===== config.mk =====
export PLATFORM = sky130hd
export DESIGN_NAME = eeprom_pin_slave
export DESIGN_NICKNAME = d
export VERILOG_FILES = /design/src/hw/eeprom_pkg.sv /design/src/hw/stream_if.sv /design/src/hw/word_fifo.sv /design/src/hw/eeprom_pin_slave.sv
export SDC_FILE = /design/constraint.sdc
export NUM_CORES = 1
export LEC_CHECK = 0
export ABC_CLOCK_PERIOD_IN_PS = 9800
export BUFFER_PORTS_ARGS = -buffer_cell sky130_fd_sc_hd__buf_2
export CORE_UTILIZATION = 60
export DETAILED_ROUTE_END_ITERATION = 10
export PLACE_DENSITY = 0.74
export SKIP_CTS_REPAIR_TIMING = 1
export SYNTH_ARGS = -nofsm -noshare
export SYNTH_HDL_FRONTEND = slang
export SYNTH_SLANG_ARGS = --single-unit

===== constraint.sdc =====
create_clock -name clk -period 9.8 [get_ports clk]
set_input_delay 0.49 -clock clk [delete_from_list [all_inputs] [get_ports clk]]
set_output_delay 0.49 -clock clk [all_outputs]
set_load 0.01 [all_outputs]

===== src/hw/eeprom_pkg.sv =====
// How it works
// - Selected only when all three chip-select pins match the control byte bits.
// - Data line is open-drain: pulled low or released, used both ways.
// - Transmitter changes data only while clock is low; high-clock changes are START/STOP.
// - Serial clock is only an input and times every bit.
// - Unconnected write-guard pin reads low through the board pull-down.
// - Guard low allows reads and writes over the whole array.
// - Guard high blocks every array write; reads are unaffected.
// - Programming cycle ends within five milliseconds of its start.
// - Pulses on clock or data no longer than the glitch width are ignored.
// - When transmitting, data holds at least 300 ns after each falling clock edge.
// - Control byte is code 1010, three select bits, then read/write bit.
// - Guard sampled at STOP; protected write is acknowledged, discarded, bus free immediately.
// - No acknowledge at all while a programming cycle runs.
package eeprom_pkg;

   localparam int CLK_PERIOD_NS = 10;

   localparam int GLITCH_REJECT_WIDTH_NS = 50;
   localparam int GLITCH_CYC_RAW         = GLITCH_REJECT_WIDTH_NS / CLK_PERIOD_NS;
   localparam int GLITCH_CYC             = (GLITCH_CYC_RAW < 1) ? 1 : GLITCH_CYC_RAW;
   localparam int FILTER_W               = 3;

   localparam int HOLD_NS  = 300;
   localparam int HOLD_CYC = (HOLD_NS + CLK_PERIOD_NS - 1) / CLK_PERIOD_NS;
   localparam int HOLD_W   = 5;

   localparam int WRITE_CYCLE_MS  = 5;
   localparam int WRITE_CYCLE_CYC = (WRITE_CYCLE_MS * 1000000) / CLK_PERIOD_NS;

   localparam int ADDR_W     = 13;
   localparam int DATA_W     = 8;
   localparam int PAGE_W     = 5;
   localparam int FIFO_W     = ADDR_W + DATA_W;
   localparam int FIFO_DEPTH = 8;

   localparam logic [3:0] DEVICE_CODE = 4'hA;
   localparam logic [3:0] BITS_PER_BYTE = 4'h8;
   localparam int CODE_LSB   = 4;
   localparam int SEL_LSB    = 1;
   localparam int RW_BIT     = 0;
   localparam int ADDR_HI_W  = ADDR_W - DATA_W;

   localparam int PIN_SCL    = 0;
   localparam int PIN_SDA    = 1;
   localparam int PIN_SEL    = 2;
   localparam int PIN_GUARD  = 5;
   localparam int PIN_N      = 6;

   localparam logic [1:0] IDX_ADDR_HI = 2'h0;
   localparam logic [1:0] IDX_ADDR_LO = 2'h1;
   localparam logic [1:0] IDX_DATA    = 2'h2;

   typedef enum logic [5:0] {
      S_IDLE  = 6'h01,
      S_CTRL  = 6'h02,
      S_ACK   = 6'h04,
      S_RX    = 6'h08,
      S_TX    = 6'h10,
      S_TXACK = 6'h20
   } state_e;

endpackage : eeprom_pkg


===== src/hw/stream_if.sv =====
`timescale 1ns/1ps
interface stream_if #(parameter int W = 8);
   logic         valid;
   logic         ready;
   logic [W-1:0] data;
   modport producer (output valid, output data, input ready);
   modport consumer (input valid, input data, output ready);
endinterface : stream_if


===== src/hw/word_fifo.sv =====
`timescale 1ns/1ps
module word_fifo #(
   parameter int W = 8,
   parameter int D = 8
) (
   input wire logic   clk,
   input wire logic   reset,
   stream_if.consumer wr,
   stream_if.producer rd
);
   localparam int AW = (D > 1) ? $clog2(D) : 1;
   localparam logic [AW:0]   FULL_CNT = (AW+1)'(D);
   localparam logic [AW-1:0] LAST_IDX = AW'(D - 1);
   localparam logic [AW-1:0] ONE_IDX  = AW'(1);
   localparam logic [AW:0]   ONE_CNT  = (AW+1)'(1);

   logic [W-1:0]  mem_q [D];
   logic [AW-1:0] wp_q;
   logic [AW-1:0] rp_q;
   logic [AW:0]   cnt_q;
   wire           push = wr.valid & wr.ready;
   wire           pop  = rd.valid & rd.ready;
   wire  [AW-1:0] wp_nx = (wp_q == LAST_IDX) ? '0 : wp_q + ONE_IDX;
   wire  [AW-1:0] rp_nx = (rp_q == LAST_IDX) ? '0 : rp_q + ONE_IDX;

   assign wr.ready = (cnt_q != FULL_CNT);
   assign rd.valid = (cnt_q != '0);
   assign rd.data  = mem_q[rp_q];

   always_ff @(posedge clk) begin
      if (push) begin
         mem_q[wp_q] <= wr.data;
      end
   end

   always_ff @(posedge clk) begin
      if (reset) begin
         wp_q  <= '0;
         rp_q  <= '0;
         cnt_q <= '0;
      end else begin
         if (push) wp_q <= wp_nx;
         if (pop) rp_q <= rp_nx;
         if (push && !pop) cnt_q <= cnt_q + ONE_CNT;
         else if (pop && !push) cnt_q <= cnt_q - ONE_CNT;
      end
   end

   chk_fifo_count : assert property (@(posedge clk) disable iff (reset)
      cnt_q <= FULL_CNT)
      else $error("fifo count above depth");
endmodule : word_fifo


===== src/hw/eeprom_pin_slave.sv =====
`timescale 1ns/1ps
module eeprom_pin_slave #(
   parameter int TWC_CYC = eeprom_pkg::WRITE_CYCLE_CYC
) (
   input  wire logic                          clk,
   input  wire logic                          reset,
   input  wire logic                          scl_pin,
   input  wire logic                          sda_in,
   output wire logic                          sda_out,
   output wire logic                          sda_oe,
   input  wire logic                          chip_select_bit0_pin,
   input  wire logic                          chip_select_bit1_pin,
   input  wire logic                          chip_select_bit2_pin,
   input  wire logic                          write_guard_pin,
   output wire logic [eeprom_pkg::ADDR_W-1:0] rd_addr,
   input  wire logic [eeprom_pkg::DATA_W-1:0] rd_data,
   output wire logic                          arr_wr_valid,
   input  wire logic                          arr_wr_ready,
   output wire logic [eeprom_pkg::ADDR_W-1:0] arr_wr_addr,
   output wire logic [eeprom_pkg::DATA_W-1:0] arr_wr_data,
   output wire logic                          prog_busy
);
   localparam logic [eeprom_pkg::FILTER_W-1:0] GLITCH_LOAD =
      eeprom_pkg::FILTER_W'(eeprom_pkg::GLITCH_CYC);
   localparam logic [eeprom_pkg::HOLD_W-1:0] HOLD_LOAD = eeprom_pkg::HOLD_W'(eeprom_pkg::HOLD_CYC);
   localparam logic [31:0] TWC_LAST = 32'(TWC_CYC - 1);
   localparam int HOLD_CHK = eeprom_pkg::HOLD_CYC;

   // Pin synchroniser: first stage feeds only the second.
   wire  [eeprom_pkg::PIN_N-1:0] pin_raw = {write_guard_pin, chip_select_bit2_pin,
                                            chip_select_bit1_pin, chip_select_bit0_pin,
                                            sda_in, scl_pin};
   logic [eeprom_pkg::PIN_N-1:0] pin_s1_q;
   logic [eeprom_pkg::PIN_N-1:0] pin_s2_q;
   logic [1:0]                   flt;
   logic [1:0]                   flt_prev_q;

   always_ff @(posedge clk) begin
      if (reset) begin
         pin_s1_q <= '0;
         pin_s2_q <= '0;
      end else begin
         pin_s1_q <= pin_raw;
         pin_s2_q <= pin_s1_q;
      end
   end

   for (genvar i = 0; i < 2; i++) begin : g_filt
      logic                             f_q;
      logic [eeprom_pkg::FILTER_W-1:0] c_q;
      always_ff @(posedge clk) begin
         if (reset) begin
            f_q <= 1'b1;
            c_q <= '0;
         end else if (pin_s2_q[i] == f_q) begin
            c_q <= '0;
         end else if (c_q == GLITCH_LOAD) begin
            f_q <= pin_s2_q[i];
            c_q <= '0;
         end else begin
            c_q <= c_q + 1'b1;
         end
      end
      assign flt[i] = f_q;
   end

   always_ff @(posedge clk) begin
      if (reset) flt_prev_q <= 2'h3;
      else flt_prev_q <= flt;
   end

   wire scl_f     = flt[eeprom_pkg::PIN_SCL];
   wire sda_f     = flt[eeprom_pkg::PIN_SDA];
   wire scl_p     = flt_prev_q[eeprom_pkg::PIN_SCL];
   wire sda_p     = flt_prev_q[eeprom_pkg::PIN_SDA];
   wire scl_rise  = scl_f & ~scl_p;
   wire scl_fall  = ~scl_f & scl_p;
   // data change under high clock is a condition
   wire start_ev  = scl_f & scl_p & sda_p & ~sda_f;
   wire stop_ev   = scl_f & scl_p & ~sda_p & sda_f;
   // guard floats low via board pull-down
   wire guard     = pin_s2_q[eeprom_pkg::PIN_GUARD];
   wire [2:0] sel_pins = pin_s2_q[eeprom_pkg::PIN_SEL +: 3];

   eeprom_pkg::state_e state_q, state_d;
   logic [3:0]                    bitcnt_q, bitcnt_d;
   logic [7:0]                    shift_q, shift_d;
   logic [7:0]                    tx_q, tx_d;
   logic [1:0]                    idx_q, idx_d;
   logic                          rw_q, rw_d;
   logic                          mack_q, mack_d;
   logic                          pend_q, pend_d;
   logic                          drive_q, drive_d;
   logic [eeprom_pkg::ADDR_W-1:0] ptr_q, ptr_d;
   logic                          push_d;
   logic                          push_q;
   logic [eeprom_pkg::FIFO_W-1:0] push_data_q;
   logic                          busy_q;
   logic [31:0]                   busy_cnt_q;
   logic                          flush_q;
   logic [eeprom_pkg::HOLD_W-1:0] hold_q;
   logic                          sda_oe_q;

   // control byte decode against strapped pins
   wire sel_match = (shift_q[eeprom_pkg::CODE_LSB +: 4] == eeprom_pkg::DEVICE_CODE) &&
                    (shift_q[eeprom_pkg::SEL_LSB +: 3] == sel_pins);
   wire byte_end  = scl_fall && (bitcnt_q == eeprom_pkg::BITS_PER_BYTE);
   // guard taken at the stop that ends a write
   wire busy_set  = stop_ev && pend_q && !guard;
   wire flush_set = pend_q && ((stop_ev && guard) || start_ev);
   wire [eeprom_pkg::PAGE_W-1:0] page_nx = ptr_q[eeprom_pkg::PAGE_W-1:0] + 1'b1;

   stream_if #(.W(eeprom_pkg::FIFO_W)) fin ();
   stream_if #(.W(eeprom_pkg::FIFO_W)) fout ();

   assign fin.valid = push_q;
   assign fin.data  = push_data_q;
   assign fout.ready = (busy_q & arr_wr_ready) | flush_q;

   word_fifo #(.W(eeprom_pkg::FIFO_W), .D(eeprom_pkg::FIFO_DEPTH)) u_fifo (
      .clk   (clk),
      .reset (reset),
      .wr    (fin),
      .rd    (fout)
   );

   always_comb begin
      state_d  = state_q;
      bitcnt_d = bitcnt_q;
      shift_d  = shift_q;
      tx_d     = tx_q;
      idx_d    = idx_q;
      rw_d     = rw_q;
      mack_d   = mack_q;
      pend_d   = pend_q;
      drive_d  = drive_q;
      ptr_d    = ptr_q;
      push_d   = 1'b0;
      if (start_ev) begin
         state_d  = busy_q ? eeprom_pkg::S_IDLE : eeprom_pkg::S_CTRL;
         bitcnt_d = '0;
         idx_d    = eeprom_pkg::IDX_ADDR_HI;
         drive_d  = 1'b0;
         pend_d   = 1'b0;
      end else if (stop_ev) begin
         state_d = eeprom_pkg::S_IDLE;
         drive_d = 1'b0;
         pend_d  = 1'b0;
      end else begin
         case (state_q)
            eeprom_pkg::S_CTRL, eeprom_pkg::S_RX: begin
               if (scl_rise) begin
                  shift_d  = {shift_q[6:0], sda_f};
                  bitcnt_d = bitcnt_q + 1'b1;
               end
               if (byte_end) begin
                  bitcnt_d = '0;
                  state_d  = eeprom_pkg::S_ACK;
                  drive_d  = 1'b1;
                  if (state_q == eeprom_pkg::S_CTRL) begin
                     rw_d = shift_q[eeprom_pkg::RW_BIT];
                     if (!sel_match || busy_q) begin
                        state_d = eeprom_pkg::S_IDLE;
                        drive_d = 1'b0;
                     end
                  end else if (idx_q == eeprom_pkg::IDX_ADDR_HI) begin
                     ptr_d[eeprom_pkg::ADDR_W-1:eeprom_pkg::DATA_W] =
                        shift_q[eeprom_pkg::ADDR_HI_W-1:0];
                     idx_d = eeprom_pkg::IDX_ADDR_LO;
                  end else if (idx_q == eeprom_pkg::IDX_ADDR_LO) begin
                     ptr_d[eeprom_pkg::DATA_W-1:0] = shift_q;
                     idx_d = eeprom_pkg::IDX_DATA;
                  end else if (fin.ready) begin
                     push_d = 1'b1;
                     pend_d = 1'b1;
                     ptr_d[eeprom_pkg::PAGE_W-1:0] = page_nx;
                  end else begin
                     state_d = eeprom_pkg::S_IDLE;
                     drive_d = 1'b0;
                  end
               end
            end
            eeprom_pkg::S_ACK: begin
               if (scl_fall) begin
                  bitcnt_d = '0;
                  if (rw_q) begin
                     state_d = eeprom_pkg::S_TX;
                     tx_d    = rd_data;
                     drive_d = ~rd_data[7];
                  end else begin
                     state_d = eeprom_pkg::S_RX;
                     drive_d = 1'b0;
                  end
               end
            end
            eeprom_pkg::S_TX: begin
               if (scl_rise) bitcnt_d = bitcnt_q + 1'b1;
               if (byte_end) begin
                  state_d  = eeprom_pkg::S_TXACK;
                  bitcnt_d = '0;
                  drive_d  = 1'b0;
                  ptr_d    = ptr_q + 1'b1;
               end else if (scl_fall) begin
                  tx_d    = {tx_q[6:0], 1'b0};
                  drive_d = ~tx_q[6];
               end
            end
            eeprom_pkg::S_TXACK: begin
               if (scl_rise) mack_d = ~sda_f;
               if (scl_fall) begin
                  state_d = mack_q ? eeprom_pkg::S_TX : eeprom_pkg::S_IDLE;
                  tx_d    = rd_data;
                  drive_d = mack_q & ~rd_data[7];
               end
            end
            default: begin
               state_d = eeprom_pkg::S_IDLE;
            end
         endcase
      end
   end

   always_ff @(posedge clk) begin
      if (reset) begin
         state_q  <= eeprom_pkg::S_IDLE;
         bitcnt_q <= '0;
         shift_q  <= '0;
         tx_q     <= '0;
         idx_q    <= eeprom_pkg::IDX_ADDR_HI;
         rw_q     <= 1'b0;
         mack_q   <= 1'b0;
         pend_q   <= 1'b0;
         drive_q  <= 1'b0;
         ptr_q    <= '0;
         push_q   <= 1'b0;
      end else begin
         state_q  <= state_d;
         bitcnt_q <= bitcnt_d;
         shift_q  <= shift_d;
         tx_q     <= tx_d;
         idx_q    <= idx_d;
         rw_q     <= rw_d;
         mack_q   <= mack_d;
         pend_q   <= pend_d;
         drive_q  <= drive_d;
         ptr_q    <= ptr_d;
         push_q   <= push_d;
      end
   end

   always_ff @(posedge clk) begin
      if (push_d) push_data_q <= {ptr_q, shift_q};
   end

   always_ff @(posedge clk) begin
      if (reset) begin
         busy_q     <= 1'b0;
         busy_cnt_q <= '0;
      end else if (busy_set) begin
         busy_q     <= 1'b1;
         busy_cnt_q <= '0;
      end else if (busy_q) begin
         busy_cnt_q <= busy_cnt_q + 1'b1;
         if (busy_cnt_q == TWC_LAST) busy_q <= 1'b0;
      end
   end

   // protected page is dropped, bus stays free
   always_ff @(posedge clk) begin
      if (reset) flush_q <= 1'b0;
      else if (flush_set) flush_q <= 1'b1;
      else if (!fout.valid) flush_q <= 1'b0;
   end

   // drive change waits the hold time after the fall
   always_ff @(posedge clk) begin
      if (reset) begin
         hold_q   <= '0;
         sda_oe_q <= 1'b0;
      end else if (scl_fall) begin
         hold_q <= HOLD_LOAD;
      end else if (hold_q != '0) begin
         hold_q <= hold_q - 1'b1;
         if (hold_q == 5'h01 && !scl_f) sda_oe_q <= drive_q;
      end
   end

   assign sda_out      = 1'b0;
   assign sda_oe       = sda_oe_q;
   assign rd_addr      = ptr_q;
   // array writes only from an unguarded cycle
   assign arr_wr_valid = busy_q & fout.valid;
   assign arr_wr_addr  = fout.data[eeprom_pkg::FIFO_W-1:eeprom_pkg::DATA_W];
   assign arr_wr_data  = fout.data[eeprom_pkg::DATA_W-1:0];
   assign prog_busy    = busy_q;

   logic [7:0] since_fall_q;
   always_ff @(posedge clk) begin
      if (reset || scl_fall) since_fall_q <= '0;
      else if (since_fall_q != 8'hFF) since_fall_q <= since_fall_q + 1'b1;
   end

   chk_hold_after_fall : assert property (@(posedge clk) disable iff (reset)
      $changed(sda_oe_q) |-> since_fall_q >= 8'(HOLD_CHK - 1))
      else $error("data changed too soon after clock fall");
   chk_change_clock_low : assert property (@(posedge clk) disable iff (reset)
      $changed(sda_oe_q) |-> !scl_f)
      else $error("data changed while clock high");
   chk_no_ack_busy : assert property (@(posedge clk) disable iff (reset)
      busy_q |-> !sda_oe_q && state_q == eeprom_pkg::S_IDLE)
      else $error("bus driven during programming");
   chk_busy_bound : assert property (@(posedge clk) disable iff (reset)
      busy_q |-> busy_cnt_q <= TWC_LAST)
      else $error("programming cycle too long");
   chk_guard_blocks : assert property (@(posedge clk) disable iff (reset)
      $rose(busy_q) |-> !$past(guard) && $past(stop_ev))
      else $error("programming started under guard");
   chk_guard_flush : assert property (@(posedge clk) disable iff (reset)
      stop_ev && pend_q && guard |=> flush_q && !busy_q ##1 !busy_q)
      else $error("protected write not discarded");
   chk_select_match : assert property (@(posedge clk) disable iff (reset)
      state_q == eeprom_pkg::S_CTRL && byte_end && !start_ev && !stop_ev && !sel_match
      |=> state_q == eeprom_pkg::S_IDLE && !drive_q)
      else $error("unselected device answered");
   chk_filter_stable : assert property (@(posedge clk) disable iff (reset)
      $changed(flt[0]) |-> $past(pin_s2_q[0], 1) == flt[0] && $past(pin_s2_q[0], 6) == flt[0])
      else $error("clock filter passed a short pulse");
   chk_sample_on_rise : assert property (@(posedge clk) disable iff (reset)
      state_q == eeprom_pkg::S_RX && !scl_rise && !start_ev && !stop_ev |=> $stable(shift_q))
      else $error("data shifted without a clock rise");

   cov_start : cover property (@(posedge clk) disable iff (reset) start_ev);
   cov_write_commit : cover property (@(posedge clk) disable iff (reset) $rose(busy_q));
   cov_read_byte : cover property (@(posedge clk) disable iff (reset)
      state_q == eeprom_pkg::S_TX && byte_end);
   cov_guard_flush : cover property (@(posedge clk) disable iff (reset) $rose(flush_q));
endmodule : eeprom_pin_slave


==> impl_metrics.py <==
metrics = {
    "status": {
        "run_status": "complete, no violations",
    },
    "sta": {
        "finalCritPeriodShare_pct": 32.3,
        "period_minus_slack_ns": 3.16,
        "final-hold-violation-count": 0,
        "final_number_of_max_transition_violations": 0,
        "clock.fmax_ghz": 0.316,
        "final.setup_skew_ns": 0.0242,
        "setup_tns_ns": 0,
        "tightest_pin_transition_ns": 1.06,
        "worst_slew_margin_rel_pct": 29.0,
        "finalSetupViolCount": 0,
        "grt_setup_unrepaired": "no",
    },
    "placement": {
        "portbufs": 53,
        "finalWeightedCongestion": 0.816,
        "placed_cells": 1253,
        "dpl.hpwl_mm": 14.9,
    },
    "synth": {
        "synth_top_area_share_pct": 44.2,
        "synthArstFlopShare_pct": 0,
        "synth_mux_area_share_pct": 10.6,
        "number_of_enable_flip_flop_cells_after_synthesis": 189,
        "synth_cells": 956,
        "complex_gate_fraction_of_the_synthesized_area_pct": 7.05,
        "post_synth.cell_area_avg_um2": 13.4,
        "synth_warnings": 0,
        "synth_seq_cells": 309,
        "synth_top_cells_by_area": "sky130_fd_sc_hd__edfxtp_1, sky130_fd_sc_hd__dfxtp_1, sky130_fd_sc_hd__mux4_2",
        "synth-adder-area-share_pct": 1.81,
        "ys_dominant_reg_cell": "sky130_fd_sc_hd__edfxtp_1",
        "synth.distinct_cells": 75,
        "synth_top_family_by_area": "simple AND/OR/NAND/NOR gates",
        "seq_area_frac_synth_pct": 62.9,
        "synthXorXnorAreaFrac_pct": 2.58,
        "post_synth_and_or_nand_nor_area_fraction_pct": 12.9,
        "syn_area_um2": 12800,
        "mappedNetlistNets": 991,
        "synth_largest_area_cell": "sky130_fd_sc_hd__edfxtp_1",
    },
    "critical_path": {
        "crit_path_start_kind": "flop",
        "worstPathMaxFanout": 7,
        "worst_ep_arrival_time_ns": 3.64,
        "required_ns": 10.28,
        "worstPathCellList": "nor4b_1 -> nand2b_1 -> inv_1 -> ha_1 -> inv_1 -> ha_1 -> a21o_1 -> a21oi_1 -> xnor2_1 -> or3_1 -> a21oi_1",
        "crit_path_top_delay_cell": "sky130_fd_sc_hd__nor4b_1",
        "critical_path.endpoint_type": "flop",
        "worstSetupPathType": "flop to flop",
        "critical_path.max_stage_delay_ns": 0.70,
    },
    "layout": {
        "insertedDiodeCount": 0,
        "fillerInstances": 1472,
        "synthToLayoutAreaGrowth_pct": 12.0,
        "fraction_of_final_layout_cells_sized_beyond_drive_strength_1_pct": 20.3,
        "final_nets": 1045,
        "final-seq-area_um2": 8080,
        "area_taken_by_multi_input_logic_gates_um2": 4530,
        "post_layout_nonfiller_instances": 1308,
    },
    "job": {
        "drv_cap": 0,
    },
    "clock_tree": {
        "clock_tree.root_cell": "sky130_fd_sc_hd__clkbuf_16",
        "clk_transition_reported_paths_ns": 0.06,
        "cts-root-to-sink-buffers": 3,
        "htreeDepth": 1,
        "numCtsBuffers": 30,
        "clock_sinks": 309,
        "clock_insertion_delay_worst_skew_ns": 0.57,
        "clock_tree_from_tritoncts": "yes",
    },
    "global_route": {
        "first_global_vias": 7596,
        "first_pass_grt_wire_length_mm": 39.7,
        "grt_antenna_before_repair": 0,
        "global_route.usage.total_pct": 23.1,
        "grt.overflow.total": 0,
        "pin_count_of_the_biggest_net_entering_global_routing": 56,
    },
    "die": {
        "fp-row-count": 53,
        "io-pin-count": 55,
        "die-area_um2": 22000,
        "floorplan.core_area_um2": 21000,
        "floorplan.die.height_um": 148,
        "starting_density_of_the_core_pct": 61.1,
        "die_w_um": 148,
    },
    "routing": {
        "detailedRoute.firstIterationViolations": 476,
        "drc_errors": 0,
        "antenna_left": 0,
        "drt_wl_total_mm": 24.4,
        "total_vias_in_the_final_route": 7680,
        "route.detailed.vias_per_inst": 5.87,
        "detailedRoute.firstPassIterationCount": 5,
        "average_routed_wire_per_standard_cell_um": 18.6,
    },
    "power_and_ir_drop": {
        "largest_vdd_supply_drop_uv": 163,
        "pwr_density_cell_nw_per_um2": 180,
        "static-leakage-power_nw": 4.90,
    },
    "worst_hold_path": {
        "hold_path_class": "primary input to flop",
    },
}
sequential cells by signal (all words and copies together) (netlist names), 2 cells and up, named ones only:
signal,flops
g_filt.f_q,2
g_filt.c_q,6
hold_q,5
u_fifo.wp_q,3
flt_prev_q,2
tx_q,7
pin_s1_q,6
busy_cnt_q,32
shift_q,8
rd_addr,13
u_fifo.mem_q,168
u_fifo.rp_q,3
bitcnt_q,4
idx_q,2
u_fifo.cnt_q,4
fin.data,21
state_q,6
pin_s2_q,6
area by class of cell:
| type | instances | area share [%] |
|---|---|---|
| clock buffer | 45 | 6.09 |
| clock inverter | 10 | 0.861 |
| inverter | 21 | 0.548 |
| multi-input combinational | 583 | 31.5 |
| sequential | 309 | 56.1 |
| tap | 275 | 2.39 |
| timing repair buffer | 65 | 2.47 |
placed cells by master (no fill, tap or decap), types with 24 or more instances in the layout:
cell | synthesis | layout
sky130_fd_sc_hd__nand2_1 | 59 | 59
sky130_fd_sc_hd__a21oi_1 | 48 | 48
sky130_fd_sc_hd__edfxtp_1 | 189 | 189
sky130_fd_sc_hd__nand3_1 | 24 | 24
sky130_fd_sc_hd__dfxtp_1 | 120 | 118
sky130_fd_sc_hd__buf_2 | 10 | 53
sky130_fd_sc_hd__o21ai_0 | 29 | 29
sky130_fd_sc_hd__mux4_2 | 42 | 42
sky130_fd_sc_hd__nor2_1 | 88 | 87
sky130_fd_sc_hd__clkbuf_16 | 0 | 30
metrics by stage:
step | total power [mW] | setup slack, ns | hold WS, ns | utilization, % | cell area (um^2)
2_1_floorplan | 1.46 | 6.29 | 0.414 | - | 12800
3_3_place_gp | 1.48 | 6.72 | 0.418 | 63.7 | 13400
3_5_place_dp | 1.48 | 6.65 | 0.420 | 63.7 | 13400
4_1_cts | 2.61 | 6.63 | 0.130 | 68.5 | 14400
5_1_grt | 2.67 | 6.45 | 0.135 | 68.5 | 14400
6_report | 2.59 | 6.64 | 0.148 | 68.5 | 14400
cell families after synthesis:
group / after synthesis
and+or+nand+nor: 313
DFF: 309
AOI/OAI and AO/OA: 133
muxes: 81
buffers and inverters: 64
xor gates and xnor gates: 37
adders and majority gates: 18
other: 1
critical path: cells and delay by family, from the launching register on:
family	cells	cell delay (ns)
xor gates and xnor gates	1	0.09
DFF	1	0.36
AOI/OAI and AO/OA	3	0.48
buffers and inverters	2	0.28
adders and majority gates	2	0.49
and+or+nand+nor	3	1.40
path summary, 6_finish.rpt:
check	endpoint	slack, ns	cells after the start	from
setup / recovery	u_fifo.cnt_q[3]	6.64	11	u_fifo.cnt_q[0]
setup reg to reg	u_fifo.cnt_q[3]	6.64	11	u_fifo.cnt_q[0]
hold / removal	pin_s1_q[1]	0.15	2	sda_in
hold reg to reg	pin_s2_q[2]	0.43	1	pin_s1_q[2]
synthesized netlist by cell type, types with 2 or more instances:
cell type                    n
sky130_fd_sc_hd__a211o_1     3
sky130_fd_sc_hd__a211oi_1    4
sky130_fd_sc_hd__a21o_1      5
sky130_fd_sc_hd__a21oi_1    48
sky130_fd_sc_hd__a22oi_1     2
sky130_fd_sc_hd__a311oi_1    7
sky130_fd_sc_hd__a31o_2      4
sky130_fd_sc_hd__a31oi_1     2
sky130_fd_sc_hd__and2_1      5
sky130_fd_sc_hd__and3_1     11
sky130_fd_sc_hd__and4_1      5
sky130_fd_sc_hd__buf_1       2
sky130_fd_sc_hd__buf_2      10
sky130_fd_sc_hd__buf_4       3
sky130_fd_sc_hd__buf_6       2
sky130_fd_sc_hd__clkbuf_1   26
sky130_fd_sc_hd__dfxtp_1   120
sky130_fd_sc_hd__edfxtp_1  189
sky130_fd_sc_hd__ha_1       17
sky130_fd_sc_hd__inv_1      21
sky130_fd_sc_hd__mux2_2     22
sky130_fd_sc_hd__mux2i_1    17
sky130_fd_sc_hd__mux4_2     42
sky130_fd_sc_hd__nand2_1    59
sky130_fd_sc_hd__nand2b_1    9
sky130_fd_sc_hd__nand3_1    24
sky130_fd_sc_hd__nand4_1    10
sky130_fd_sc_hd__nand4b_1    2
sky130_fd_sc_hd__nor2_1     88
sky130_fd_sc_hd__nor2b_1    20
sky130_fd_sc_hd__nor3_1     19
sky130_fd_sc_hd__nor3b_1     3
sky130_fd_sc_hd__nor4_1     12
sky130_fd_sc_hd__nor4b_1    10
sky130_fd_sc_hd__nor4b_4     2
sky130_fd_sc_hd__o211a_1     2
sky130_fd_sc_hd__o211ai_1    3
sky130_fd_sc_hd__o21ai_0    29
sky130_fd_sc_hd__o31ai_1     5
sky130_fd_sc_hd__o32ai_1     2
sky130_fd_sc_hd__or2_2       5
sky130_fd_sc_hd__or3_1      18
sky130_fd_sc_hd__xnor2_1    16
sky130_fd_sc_hd__xor2_1     20
power breakdown:
group / switching, mW / internal (mW)
Sequential: 0.0106 / 1.38
Combinational: 0.0363 / 0.0266
Clock: 0.470 / 0.670
per-layer routing:
metal  GRT usage, %  routed length, um  up-vias
met3           3.47                993       48
met1           30.5              10600     3756
met2           40.0              12200      165
li1               -                  -     3711
met5              0                  0        -
met4           6.13                559        0
(Power assumes the default switching activity.)
